File: src/core/mclp_pkg.sv
// Purpose: shared constants and carriers for the latency pipeline
// Assumes: one clock ref_clk, asynchronous active-low reset
// Notes:   all latency figures are memory clock cycles
package mclp_pkg;
    localparam int ADDR_W      = 24;   // word address width
    localparam int DATA_W      = 72;   // data word width
    localparam int SIZE_W      = 3;    // burst size width
    localparam int FIFO_DEPTH  = 32;   // write data buffer depth
    localparam int CTL_LAT_DEF = 2;    // default controller latency
    // controller address/command stage, best case
    localparam int CTL_AC_FULL = 2;
    localparam int CTL_AC_HALF = 4;
    // phy address/command stage
    localparam int PHY_AC_FULL = 1;
    localparam int PHY_AC_HODD = 1;
    localparam int PHY_AC_HEVN = 2;
    // round trip without memory
    localparam int RT_FULL     = 7;
    localparam int RT_HODD     = 12;
    localparam int RT_HEVN     = 13;
    // memory clocks per local clock
    localparam int MEM_PER_LOC_FULL = 1;
    localparam int MEM_PER_LOC_HALF = 2;
    localparam int MAX_STAGES  = 16;   // longest delay line
    localparam int CNT_W       = 8;    // cycle counter width

    // command carried through the pipeline
    typedef struct packed {
        logic              wr;     // write when set, read when clear
        logic [ADDR_W-1:0] addr;   // word address
        logic [SIZE_W-1:0] size;   // burst size
    } mclp_cmd_t;

    // write data word without its command
    typedef struct packed {
        logic [DATA_W-1:0] data;   // write payload
    } mclp_wdat_t;
endpackage : mclp_pkg

File: src/core/mclp_fifo.sv
// Purpose: synchronous FIFO with valid/ready on both sides
// Assumes: single clock, registered read data
// Notes:   full and empty are exact; depth is a power of two
`timescale 1ns/1ps
module mclp_fifo #(
    parameter int WIDTH = 8,
    parameter int DEPTH = 32
) (
    input  wire logic             ref_clk,   // clock
    input  wire logic             arst_n,    // async reset
    input  wire logic             in_valid,  // producer has a word
    output logic                  in_ready,  // space available
    input  wire logic [WIDTH-1:0] in_data,   // word in
    output logic                  out_valid, // word available
    input  wire logic             out_ready, // consumer takes word
    output logic      [WIDTH-1:0] out_data   // word out
);
    localparam int AW = $clog2(DEPTH);
    logic [WIDTH-1:0] mem [DEPTH];   // storage
    logic [AW:0]      wr_ptr;        // write pointer with wrap bit
    logic [AW:0]      rd_ptr;        // read pointer with wrap bit
    logic [WIDTH-1:0] head;          // registered head word
    logic             head_vld;      // head register holds a word
    wire              full  = (wr_ptr[AW] != rd_ptr[AW]) &&
                              (wr_ptr[AW-1:0] == rd_ptr[AW-1:0]);
    wire              empty = (wr_ptr == rd_ptr);
    wire              push  = in_valid && in_ready;
    wire              load  = !empty && (!head_vld || out_ready);

    assign in_ready  = !full;
    assign out_valid = head_vld;
    assign out_data  = head;

    // storage write
    always_ff @(posedge ref_clk) begin
        if (push) begin
            mem[wr_ptr[AW-1:0]] <= in_data;
        end
    end

    // pointers and head register
    always_ff @(posedge ref_clk or negedge arst_n) begin
        if (!arst_n) begin
            wr_ptr   <= '0;
            rd_ptr   <= '0;
            head     <= '0;
            head_vld <= 1'b0;
        end else begin
            if (push) wr_ptr <= wr_ptr + 1'b1;
            if (load) begin
                head     <= mem[rd_ptr[AW-1:0]];
                rd_ptr   <= rd_ptr + 1'b1;
                head_vld <= 1'b1;
            end else if (out_ready) begin
                head_vld <= 1'b0;
            end
        end
    end
endmodule : mclp_fifo

File: src/core/mclp_pipe.sv
// Purpose: fixed-latency command and data pipeline of the controller
// Assumes: ref_clk is the local clock; inputs synchronous
// Notes:   delays are set at build time from rate, parity and controller latency
//
// How it works
// (RL1) all latencies counted in memory clock cycles
// (RL2) half rate: local clock is half memory
// (RL3) read latency: request taken to data returned
// (RL4) write latency: request taken to data driven
// (RL5) stage latency: register to next register
// (RL6) controller stage: 2 full, 4 half
// (RL7) phy stage: 1, or 1/2 by parity
// (RL8) round trip: 7 full, 12/13 half
// (RL9) controller latency parameter, default two
// (RL10) master uses size 2, address 0
// (RL11) every stage is a fixed register chain
`timescale 1ns/1ps
module mclp_pipe import mclp_pkg::*; #(
    parameter bit HALF_RATE = 1'b0,        // half rate build
    parameter bit WL_ODD    = 1'b1,        // write latency odd
    parameter int CTL_LAT   = CTL_LAT_DEF  // controller latency
) (
    input  wire logic              ref_clk,        // local clock
    input  wire logic              arst_n,         // async reset
    input  wire logic              usr_read_req,   // read request
    input  wire logic              usr_write_req,  // write request
    input  wire logic [ADDR_W-1:0] usr_addr,       // word address
    input  wire logic [SIZE_W-1:0] usr_size,       // burst size
    input  wire logic [DATA_W-1:0] usr_wdata,      // write data
    output logic                   usr_ready,      // request taken
    output logic      [DATA_W-1:0] usr_rdata,      // read data
    output logic                   usr_rdata_valid,// read data pulse
    output logic                   mem_cmd_valid,  // command to memory
    output logic      [ADDR_W-1:0] mem_addr,       // memory address
    output logic                   mem_we,         // write command
    output logic                   mem_wdata_valid,// write data driven
    output logic      [DATA_W-1:0] mem_wdata,      // write data
    input  wire logic              mem_rdata_valid,// data from memory
    input  wire logic [DATA_W-1:0] mem_rdata,      // memory data
    output logic      [CNT_W-1:0]  rt_cycles       // last round trip
);
    // memory cycles per local cycle [RL1] [RL2]
    localparam int MPL = HALF_RATE ? MEM_PER_LOC_HALF : MEM_PER_LOC_FULL;
    // controller stage in memory cycles, scaled by setting [RL6] [RL9]
    localparam int CTL_MEM = (HALF_RATE ? CTL_AC_HALF : CTL_AC_FULL)
                             * CTL_LAT / CTL_LAT_DEF;
    // phy stage by rate and parity [RL7]
    localparam int PHY_MEM = !HALF_RATE ? PHY_AC_FULL :
                             (WL_ODD ? PHY_AC_HODD : PHY_AC_HEVN);
    // round trip without memory [RL8]
    localparam int RT_MEM  = !HALF_RATE ? RT_FULL :
                             (WL_ODD ? RT_HODD : RT_HEVN);
    // local-clock stage depths, at least one register each [RL5]
    localparam int CTL_D = (CTL_MEM + MPL - 1) / MPL < 1 ? 1 :
                           (CTL_MEM + MPL - 1) / MPL;
    localparam int PHY_D = (PHY_MEM + MPL - 1) / MPL;
    localparam int RET_MEM = RT_MEM - CTL_MEM - PHY_MEM;
    localparam int RET_D = (RET_MEM + MPL - 1) / MPL < 1 ? 1 :
                           (RET_MEM + MPL - 1) / MPL;
    localparam int CMD_W = $bits(mclp_cmd_t);

    // accepted request
    mclp_cmd_t  acc_cmd;                  // request as captured
    logic       acc_vld;                  // request captured
    logic       fifo_in_ready;            // write buffer has room
    logic       wd_valid;                 // buffered write word ready
    logic [DATA_W-1:0] wd_data;           // buffered write word
    logic       wd_pop;                   // word leaves with its command
    wire        take = usr_ready && (usr_read_req || usr_write_req);

    // stall reads and writes when the write buffer is full
    assign usr_ready = fifo_in_ready;

    // capture register, first register of controller stage [RL3] [RL4]
    always_ff @(posedge ref_clk or negedge arst_n) begin
        if (!arst_n) begin
            acc_cmd <= '0;
            acc_vld <= 1'b0;
        end else begin
            acc_vld      <= take;
            acc_cmd.wr   <= usr_write_req;
            acc_cmd.addr <= usr_addr;
            acc_cmd.size <= usr_size;
        end
    end

    // write data buffer
    mclp_fifo #(
        .WIDTH (DATA_W),
        .DEPTH (FIFO_DEPTH)
    ) u_wfifo (
        .ref_clk   (ref_clk),
        .arst_n    (arst_n),
        .in_valid  (take && usr_write_req),
        .in_ready  (fifo_in_ready),
        .in_data   (usr_wdata),
        .out_valid (wd_valid),
        .out_ready (wd_pop),
        .out_data  (wd_data)
    );

    // controller and phy delay lines [RL11]
    logic [CMD_W:0] ctl_sr [CTL_D];       // controller stage chain
    logic [CMD_W:0] phy_sr [PHY_D + 1];   // phy stage chain
    always_ff @(posedge ref_clk or negedge arst_n) begin
        if (!arst_n) begin
            for (int i = 0; i < CTL_D; i++) ctl_sr[i] <= '0;
            for (int i = 0; i <= PHY_D; i++) phy_sr[i] <= '0;
        end else begin
            ctl_sr[0] <= {acc_vld, acc_cmd};          // [RL6]
            for (int i = 1; i < CTL_D; i++) ctl_sr[i] <= ctl_sr[i-1];
            phy_sr[0] <= ctl_sr[CTL_D-1];             // [RL7]
            for (int i = 1; i <= PHY_D; i++) phy_sr[i] <= phy_sr[i-1];
        end
    end

    mclp_cmd_t out_cmd;                   // command leaving the phy
    wire       out_vld = phy_sr[PHY_D][CMD_W];
    assign out_cmd = mclp_cmd_t'(phy_sr[PHY_D][CMD_W-1:0]);
    // pop on the edge that registers the word, so the next write
    // command sees the next word and not the same one again [RL4]
    assign wd_pop  = out_vld && out_cmd.wr;

    // memory command and write data registers [RL4]
    always_ff @(posedge ref_clk or negedge arst_n) begin
        if (!arst_n) begin
            mem_cmd_valid   <= 1'b0;
            mem_addr        <= '0;
            mem_we          <= 1'b0;
            mem_wdata_valid <= 1'b0;
            mem_wdata       <= '0;
        end else begin
            mem_cmd_valid   <= out_vld;
            mem_addr        <= out_cmd.addr;
            mem_we          <= out_vld && out_cmd.wr;
            mem_wdata_valid <= out_vld && out_cmd.wr && wd_valid;
            mem_wdata       <= wd_data;
        end
    end

    // read return chain [RL3] [RL8]
    logic [DATA_W:0] ret_sr [RET_D];      // read return registers
    always_ff @(posedge ref_clk or negedge arst_n) begin
        if (!arst_n) begin
            for (int i = 0; i < RET_D; i++) ret_sr[i] <= '0;
        end else begin
            ret_sr[0] <= {mem_rdata_valid, mem_rdata};
            for (int i = 1; i < RET_D; i++) ret_sr[i] <= ret_sr[i-1];
        end
    end
    assign usr_rdata_valid = ret_sr[RET_D-1][DATA_W];
    assign usr_rdata       = ret_sr[RET_D-1][DATA_W-1:0];

    // round-trip counter, memory cycles, first read outstanding
    logic [CNT_W-1:0] rt_run;             // running count
    logic             rt_busy;            // read outstanding
    always_ff @(posedge ref_clk or negedge arst_n) begin
        if (!arst_n) begin
            rt_run    <= '0;
            rt_busy   <= 1'b0;
            rt_cycles <= '0;
        end else if (take && usr_read_req && !rt_busy) begin
            rt_run  <= '0;
            rt_busy <= 1'b1;
        end else if (rt_busy && usr_rdata_valid) begin
            rt_busy   <= 1'b0;
            rt_cycles <= rt_run;                      // [RL1]
        end else if (rt_busy) begin
            rt_run <= rt_run + CNT_W'(MPL);
        end
    end

    // command reaches memory a fixed time after capture
    cmd_fixed_a: assert property (@(posedge ref_clk) disable iff (!arst_n)
        acc_vld |-> ##(CTL_D + PHY_D + 2) mem_cmd_valid)
        else $error("command delay wrong"); // [RL11]
    // write data strobe only with a write command
    wr_data_a: assert property (@(posedge ref_clk) disable iff (!arst_n)
        mem_wdata_valid |-> mem_we)
        else $error("write data without write"); // [RL4]
    // no request taken while buffer full
    full_stall_a: assert property (@(posedge ref_clk) disable iff (!arst_n)
        !fifo_in_ready |-> !take)
        else $error("request taken when full"); // [RL3]
    // read return delay fixed
    ret_fixed_a: assert property (@(posedge ref_clk) disable iff (!arst_n)
        mem_rdata_valid |-> ##RET_D usr_rdata_valid)
        else $error("read return delay wrong"); // [RL8]
    // round-trip count stable until next read
    rt_hold_a: assert property (@(posedge ref_clk) disable iff (!arst_n)
        !rt_busy && !$past(rt_busy) |-> $stable(rt_cycles))
        else $error("round trip changed idle"); // [RL5]
    // stage chain moves the valid bit one step a cycle
    ctl_step_a: assert property (@(posedge ref_clk) disable iff (!arst_n)
        acc_vld |=> ctl_sr[0][CMD_W])
        else $error("controller stage missed"); // [RL6]
    // phy stage entered one cycle after controller exit
    phy_step_a: assert property (@(posedge ref_clk) disable iff (!arst_n)
        ctl_sr[CTL_D-1][CMD_W] |=> phy_sr[0][CMD_W])
        else $error("phy stage missed"); // [RL7]
    // read command not flagged as write
    rd_cmd_a: assert property (@(posedge ref_clk) disable iff (!arst_n)
        take && usr_read_req && !usr_write_req
        |-> ##(CTL_D + PHY_D + 3) !mem_we)
        else $error("read became write"); // [RL2]

    // read word returned unchanged
    rd_data_a: assert property (@(posedge ref_clk) // [RL3]
        disable iff (!arst_n)
        mem_rdata_valid |->
        ##RET_D (usr_rdata == $past(mem_rdata, RET_D)))
        else $error("read data altered");

    // write command always carries a command strobe
    we_cmd_a: assert property (@(posedge ref_clk) // [RL4]
        disable iff (!arst_n)
        mem_we |-> mem_cmd_valid)
        else $error("write without command");

    // write data driven a fixed time after take
    wdat_lat_a: assert property (@(posedge ref_clk) // [RL4]
        disable iff (!arst_n)
        take && usr_write_req |->
        ##(CTL_D + PHY_D + 3) mem_wdata_valid)
        else $error("write data late");

    // phy exit reaches the memory register next cycle
    phy_out_a: assert property (@(posedge ref_clk) // [RL7]
        disable iff (!arst_n)
        phy_sr[PHY_D][CMD_W] |=> mem_cmd_valid)
        else $error("phy exit lost");

    // controller chain has a fixed depth
    ctl_chain_a: assert property (@(posedge ref_clk) // [RL11]
        disable iff (!arst_n)
        ctl_sr[0][CMD_W] |->
        ##(CTL_D - 1) ctl_sr[CTL_D-1][CMD_W])
        else $error("controller chain length");

    // phy chain has a fixed depth
    phy_chain_a: assert property (@(posedge ref_clk) // [RL11]
        disable iff (!arst_n)
        phy_sr[0][CMD_W] |->
        ##PHY_D phy_sr[PHY_D][CMD_W])
        else $error("phy chain length");

    // address reaches memory unchanged
    addr_keep_a: assert property (@(posedge ref_clk) // [RL3]
        disable iff (!arst_n)
        take |-> ##(CTL_D + PHY_D + 3)
        (mem_addr == $past(usr_addr, CTL_D + PHY_D + 3)))
        else $error("address altered");

    // taken request lands in the capture register
    acc_take_a: assert property (@(posedge ref_clk) // [RL5]
        disable iff (!arst_n)
        take |=> acc_vld)
        else $error("capture missed");

    // round trip count starts from zero
    rt_zero_a: assert property (@(posedge ref_clk) // [RL1]
        disable iff (!arst_n)
        take && usr_read_req && !rt_busy |=> (rt_run == '0))
        else $error("round trip not cleared");

    // round trip count steps in memory cycles
    rt_step_a: assert property (@(posedge ref_clk) // [RL1]
        disable iff (!arst_n)
        rt_busy && !usr_rdata_valid |=>
        (rt_run == $past(rt_run) + CNT_W'(MPL)))
        else $error("round trip step wrong");

    // read command brings no write data
    rd_nodat_a: assert property (@(posedge ref_clk) // [RL4]
        disable iff (!arst_n)
        mem_cmd_valid && !mem_we |-> !mem_wdata_valid)
        else $error("data on read command");

    // buffered word present when its write command leaves
    wd_avail_a: assert property (@(posedge ref_clk) // [RL4]
        disable iff (!arst_n)
        wd_pop |-> wd_valid)
        else $error("write word missing");

    // start of each read return pulse reaches the user RET_D cycles later
    rd_pulse_a: assert property (@(posedge ref_clk) // [RL3]
        disable iff (!arst_n)
        mem_rdata_valid && !$past(mem_rdata_valid) |->
        ##RET_D usr_rdata_valid)
        else $error("read pulse lost");

    // write buffer pops only with a write command
    wd_pop_a: assert property (@(posedge ref_clk) // [RL4]
        disable iff (!arst_n)
        wd_pop |=> mem_we)
        else $error("write word popped alone");
endmodule : mclp_pipe

File: config.mk
export PLATFORM = sky130hd
export DESIGN_NAME = mclp_pipe
export DESIGN_NICKNAME = d
export VERILOG_FILES = /design/src/core/mclp_pkg.sv /design/src/core/mclp_fifo.sv /design/src/core/mclp_pipe.sv
export SDC_FILE = /design/constraint.sdc
export NUM_CORES = 2
export LEC_CHECK = 0
export BUFFER_PORTS_ARGS = -buffer_cell sky130_fd_sc_hd__clkbuf_2
export CORE_ASPECT_RATIO = 1.4
export CORE_MARGIN = 2
export CORE_UTILIZATION = 30
export DETAILED_ROUTE_END_ITERATION = 10
export PLACE_DENSITY_LB_ADDON = 0.08
export SLEW_MARGIN = 25
export SYNTH_ARGS = -nofsm -noshare
export SYNTH_HDL_FRONTEND = slang
export SYNTH_SLANG_ARGS = --single-unit
File: constraint.sdc
create_clock -name ref_clk -period 4.8 [get_ports ref_clk]
set_clock_uncertainty 0.2 [all_clocks]
set_input_delay 0.96 -clock ref_clk [delete_from_list [all_inputs] [get_ports ref_clk]]
set_output_delay 0.96 -clock ref_clk [all_outputs]
set_load 0.03 [all_outputs]
==> impl_results.md <==
* Final Total Pwr at 71.1 mW
* Reported leakage power at 41.2 nW
* Unrepaired setup endpoints after global routing: no
* Initial antenna violation count at 29
* Final cycle utilization of the critical path at between 80% and 90%
* Syn_area_per_cell at 23.0 µm²
* 1st-iter DRT viols at about 3500
* Row count at about 260
* # resized after CTS at 0
* Design Area, Final at around 0.12 mm²
* Post-Syn Nets at 4716
* Initial cell density of the core at 30.2%
* Worst setup slack after placement at 989 ps
* Net load switching power at between 20 and 25 mW
* Number of max-cap violations at 0
* Library cell used as clock root buffer: sky130_fd_sc_hd__clkbuf_16
* Sequential share of the synthesized area at between 80% and 90%
* Number of ports placed on the die boundary at 357
* Max-slew violation count at 0
* Routed wire length at 286000 µm
* Number of buffers inserted during clock tree synthesis at 313
* Top_reg_cell synth: sky130_fd_sc_hd__edfxtp_1
* Dpl hpwl at 144000 µm
* Crit path cell chain: xnor2_1 -> nand3_1 -> nor2_1 -> nand2_1 -> clkbuf_2
* Fraction of power consumed by sequential logic at 42.6%
* Detail-routed net length per standard cell at 28.6 µm
* Design internal power at 50.4 mW
* Smallest setup slack after layout at 886 ps
* Die ar. at 0.352 mm²
* Register bit count reported by yosys at around 3000
* Post-synth top cells: 2304 x sky130_fd_sc_hd__edfxtp_1, 623 x sky130_fd_sc_hd__dfrtp_1, 551 x sky130_fd_sc_hd__mux4_2, 147 x sky130_fd_sc_hd__o22ai_1, 111 x sky130_fd_sc_hd__nand2_1
* Total number of vias at 47500
* Global-route usage over all layers at 16.1%
* Logic gate share of total power at 23.3%
* # nets final at 5310
* Power density over the cells at 578 mW/mm²
* Cell taking the most area after synthesis: sky130_fd_sc_hd__edfxtp_1
* Maximum number of pins on one net before global-route repair at 123
* Max FO, Critical Path at 8
* Layout overhead on the synthesized area at 18.3%
* Share of async-settable or async-resettable flops after synthesis at 21.3%
* Post-Route Hold Slack at ~110 ps
* Clk slew on worst S/H paths at 60 ps
* Fraction of synthesized cell area taken by the top area cell type at approximately two thirds
* Sw Share at between 20% and 30%
* Core outline area at 0.345 mm²
* Post-synth cell types at around 50
* Vert. Die Dim at 701 µm
* Setup bufs post-CTS at 0
* Cell types occupying the most area after synthesis: sky130_fd_sc_hd__edfxtp_1 66%, sky130_fd_sc_hd__dfrtp_1 15%, sky130_fd_sc_hd__mux4_2 12%
* Via count of the first global-routing pass at about 52000
* Crit-path max cell delay at approximately 670 ps
* Clock share of power at 34.2%
* Global Route met3 Usage at slightly below 3%
* Count of flip-flops with a built-in enable after synthesis at between 2000 and 2500
* Slew Limit Headroom at 33.5%
* Status: finished, final reports clean
* Final critical delay including setup and external delays at 3910 ps
* Most numerous cell in the Yosys netlist: sky130_fd_sc_hd__edfxtp_1
* Critical Path End Type: output port
* Placed instance area at 0.112 mm²
* Fraction of final layout cells with drive strength greater than 1 at 28.6%
* Global-route wire length before repair at 402000 µm
* Yosys warning count at 0
* Count of mapped cells out of synthesis at 4534
* Total number of clock tree sinks at around 2900
* Met1 Resource Use GR at about a fifth
* Worst IR Drop VDD at 0.521 mV
* Post-detailed-route count of antenna-violating nets at 0
* Worst hold path class: primary input to flip-flop
* Clk_lat worst skew at 890 ps
* Endpoints failing setup at 0
* Crit Path Category: flip-flop to output port
* Filler cell count at 31900
* Initial DRT Pass Iterations at 5
* Width of the chip at approximately 500 µm
* # H-tree levels at 5
* Vias/cell at 4.74
* Weighted congestion reported at the end of routability-driven placement at 0.680
* Achievable Freq at 255 MHz
* Port-buffer cells at ~350
* M2 GR Usage at 28.4%
* Most heavily used metal layer in global routing: met2
* Critical path's slowest cell: sky130_fd_sc_hd__dfrtp_1
* Aggregate global routing overflow at 0
* Area of the mapped netlist at 0.104 mm²
* Required time worst endpoint at approximately 3600 ps
* Transition time at the pin with the least slew margin at ~1000 ps
* Number of remaining DRC errors at 0
* Worst-case clock buffer depth at 4
* Arrival @ worst endpoint at 2750 ps
* Clock tree from TritonCTS: built
* Category of the worst setup path launch point: flip-flop
* Hold Vio Cnt, Final at 0
[power groups by stage]
stage	Sequential [mW]	Combinational, mW	Clock [mW]
after global routing	30.5	17.8	26.1
after floorplan	31.1	10.7	0
after global placement	30.8	17.1	0
final	30.3	16.6	24.3
after CTS	30.3	17.2	25.2
after detailed placement	30.8	17.1	0
[stage by stage]
step	utilization, %	cells	setup TNS (ps)
floorplan	-	4534	-662100
global placement	32.4	9339	0
detailed placement	32.4	9339	0
CTS	35.7	10000	0
global route	35.7	10000	0
finish	35.7	10000	0
[cells in the final DEF, fill, tap and decap left out, types with 6 or more instances in the layout]
cell type and n:
sky130_fd_sc_hd__a2111oi_1 8, sky130_fd_sc_hd__a211oi_1 14, sky130_fd_sc_hd__a21oi_1 41, sky130_fd_sc_hd__a22o_1 78, sky130_fd_sc_hd__a22oi_1 23, sky130_fd_sc_hd__a32o_1 13
sky130_fd_sc_hd__and3_1 14, sky130_fd_sc_hd__buf_12 68, sky130_fd_sc_hd__buf_4 55, sky130_fd_sc_hd__bufinv_16 25, sky130_fd_sc_hd__clkbuf_1 87, sky130_fd_sc_hd__clkbuf_16 321
sky130_fd_sc_hd__clkbuf_2 352, sky130_fd_sc_hd__clkbuf_8 41, sky130_fd_sc_hd__clkinv_1 31, sky130_fd_sc_hd__clkinv_2 39, sky130_fd_sc_hd__dfrtp_1 620, sky130_fd_sc_hd__diode_2 9
sky130_fd_sc_hd__dlygate4sd3_1 99, sky130_fd_sc_hd__edfxtp_1 2304, sky130_fd_sc_hd__ha_1 6, sky130_fd_sc_hd__mux2_2 9, sky130_fd_sc_hd__mux2i_1 49, sky130_fd_sc_hd__mux4_2 551
sky130_fd_sc_hd__nand2_1 106, sky130_fd_sc_hd__nand3_1 7, sky130_fd_sc_hd__nor2_1 9, sky130_fd_sc_hd__nor2_4 33, sky130_fd_sc_hd__nor3_1 16, sky130_fd_sc_hd__o21ai_0 22
sky130_fd_sc_hd__o21ai_1 30, sky130_fd_sc_hd__o221ai_1 14, sky130_fd_sc_hd__o22ai_1 147, sky130_fd_sc_hd__o31ai_1 25, sky130_fd_sc_hd__or4_1 34, sky130_fd_sc_hd__xnor2_1 12
sky130_fd_sc_hd__xor2_1 9
[layout make-up]
type                    count  area (µm²)  area share (%)
clock buffers             451        8940            7.26
repair buffers            576        4570            3.71
multi-input cells        1306       17700            14.4
inverters                   4        15.0          0.0122
diodes                      9        22.5          0.0183
flip-flops and latches   2927       84800            68.8
clock inverters           113        1300            1.05
well taps                4626        5790            4.70
[state kept, by name, indices dropped and copies added, names as in the netlist, 25 cells and up]
| register | count |
|---|---|
| u_wfifo.mem | 2304 |
| ret_sr | 219 |
| mem_wdata | 72 |
| u_wfifo.out_data | 72 |
| usr_rdata | 72 |
| ctl_sr | 52 |
| phy_sr | 26 |
| acc_cmd | 25 |
| out_cmd | 25 |
[repair_timing]
item,in CTS,in global routing
endpoints found under the hold margin,136,0
hold buffers,99,0
endpoints found under the setup margin,0,0
[cell families after synthesis]
kind of cell,Yosys count,synth area share (%)
AOI/OAI and AO/OA,424,2.84
adders and majority gates,6,0.0721
and+or+nand+nor,246,1.13
muxes,609,12.5
buffers and inverters,301,1.86
xor gates and xnor gates,21,0.177
DFF,2927,81.4
[final timing paths]
check / startpoint / to / slack (ps) / cells past startpoint
max: u_wfifo.rd_ptr[3] / usr_ready / 890 / 5
min: usr_read_req / acc_vld / 110 / 2
max reg2reg: u_wfifo.rd_ptr[4] / u_wfifo.mem[21][17] / 1010 / 6
min reg2reg: ret_sr[111] / usr_rdata[38] / 110 / 0
max in group asynchronous: arst_n / u_wfifo.out_data[12] / 2700 / 4
min in group asynchronous: arst_n / ret_sr[76] / 340 / 2
[critical path, delay by kind of cell (launching register included)]
kind	cells	cell delay, ps
and+or+nand+nor	3	720
xor gates and xnor gates	1	190
buffers and inverters	1	270
DFF	1	670
[per-layer routing]
metal / part of all wire, % / vias to the layer above
met4: 2.4 / 10
met1: 41 / 26100
li1: - / 19800
met2: 51 / 1154
met3: 4.9 / 412
met5: 0.023 / -
Note: power is estimated with default switching activity, not from simulation.
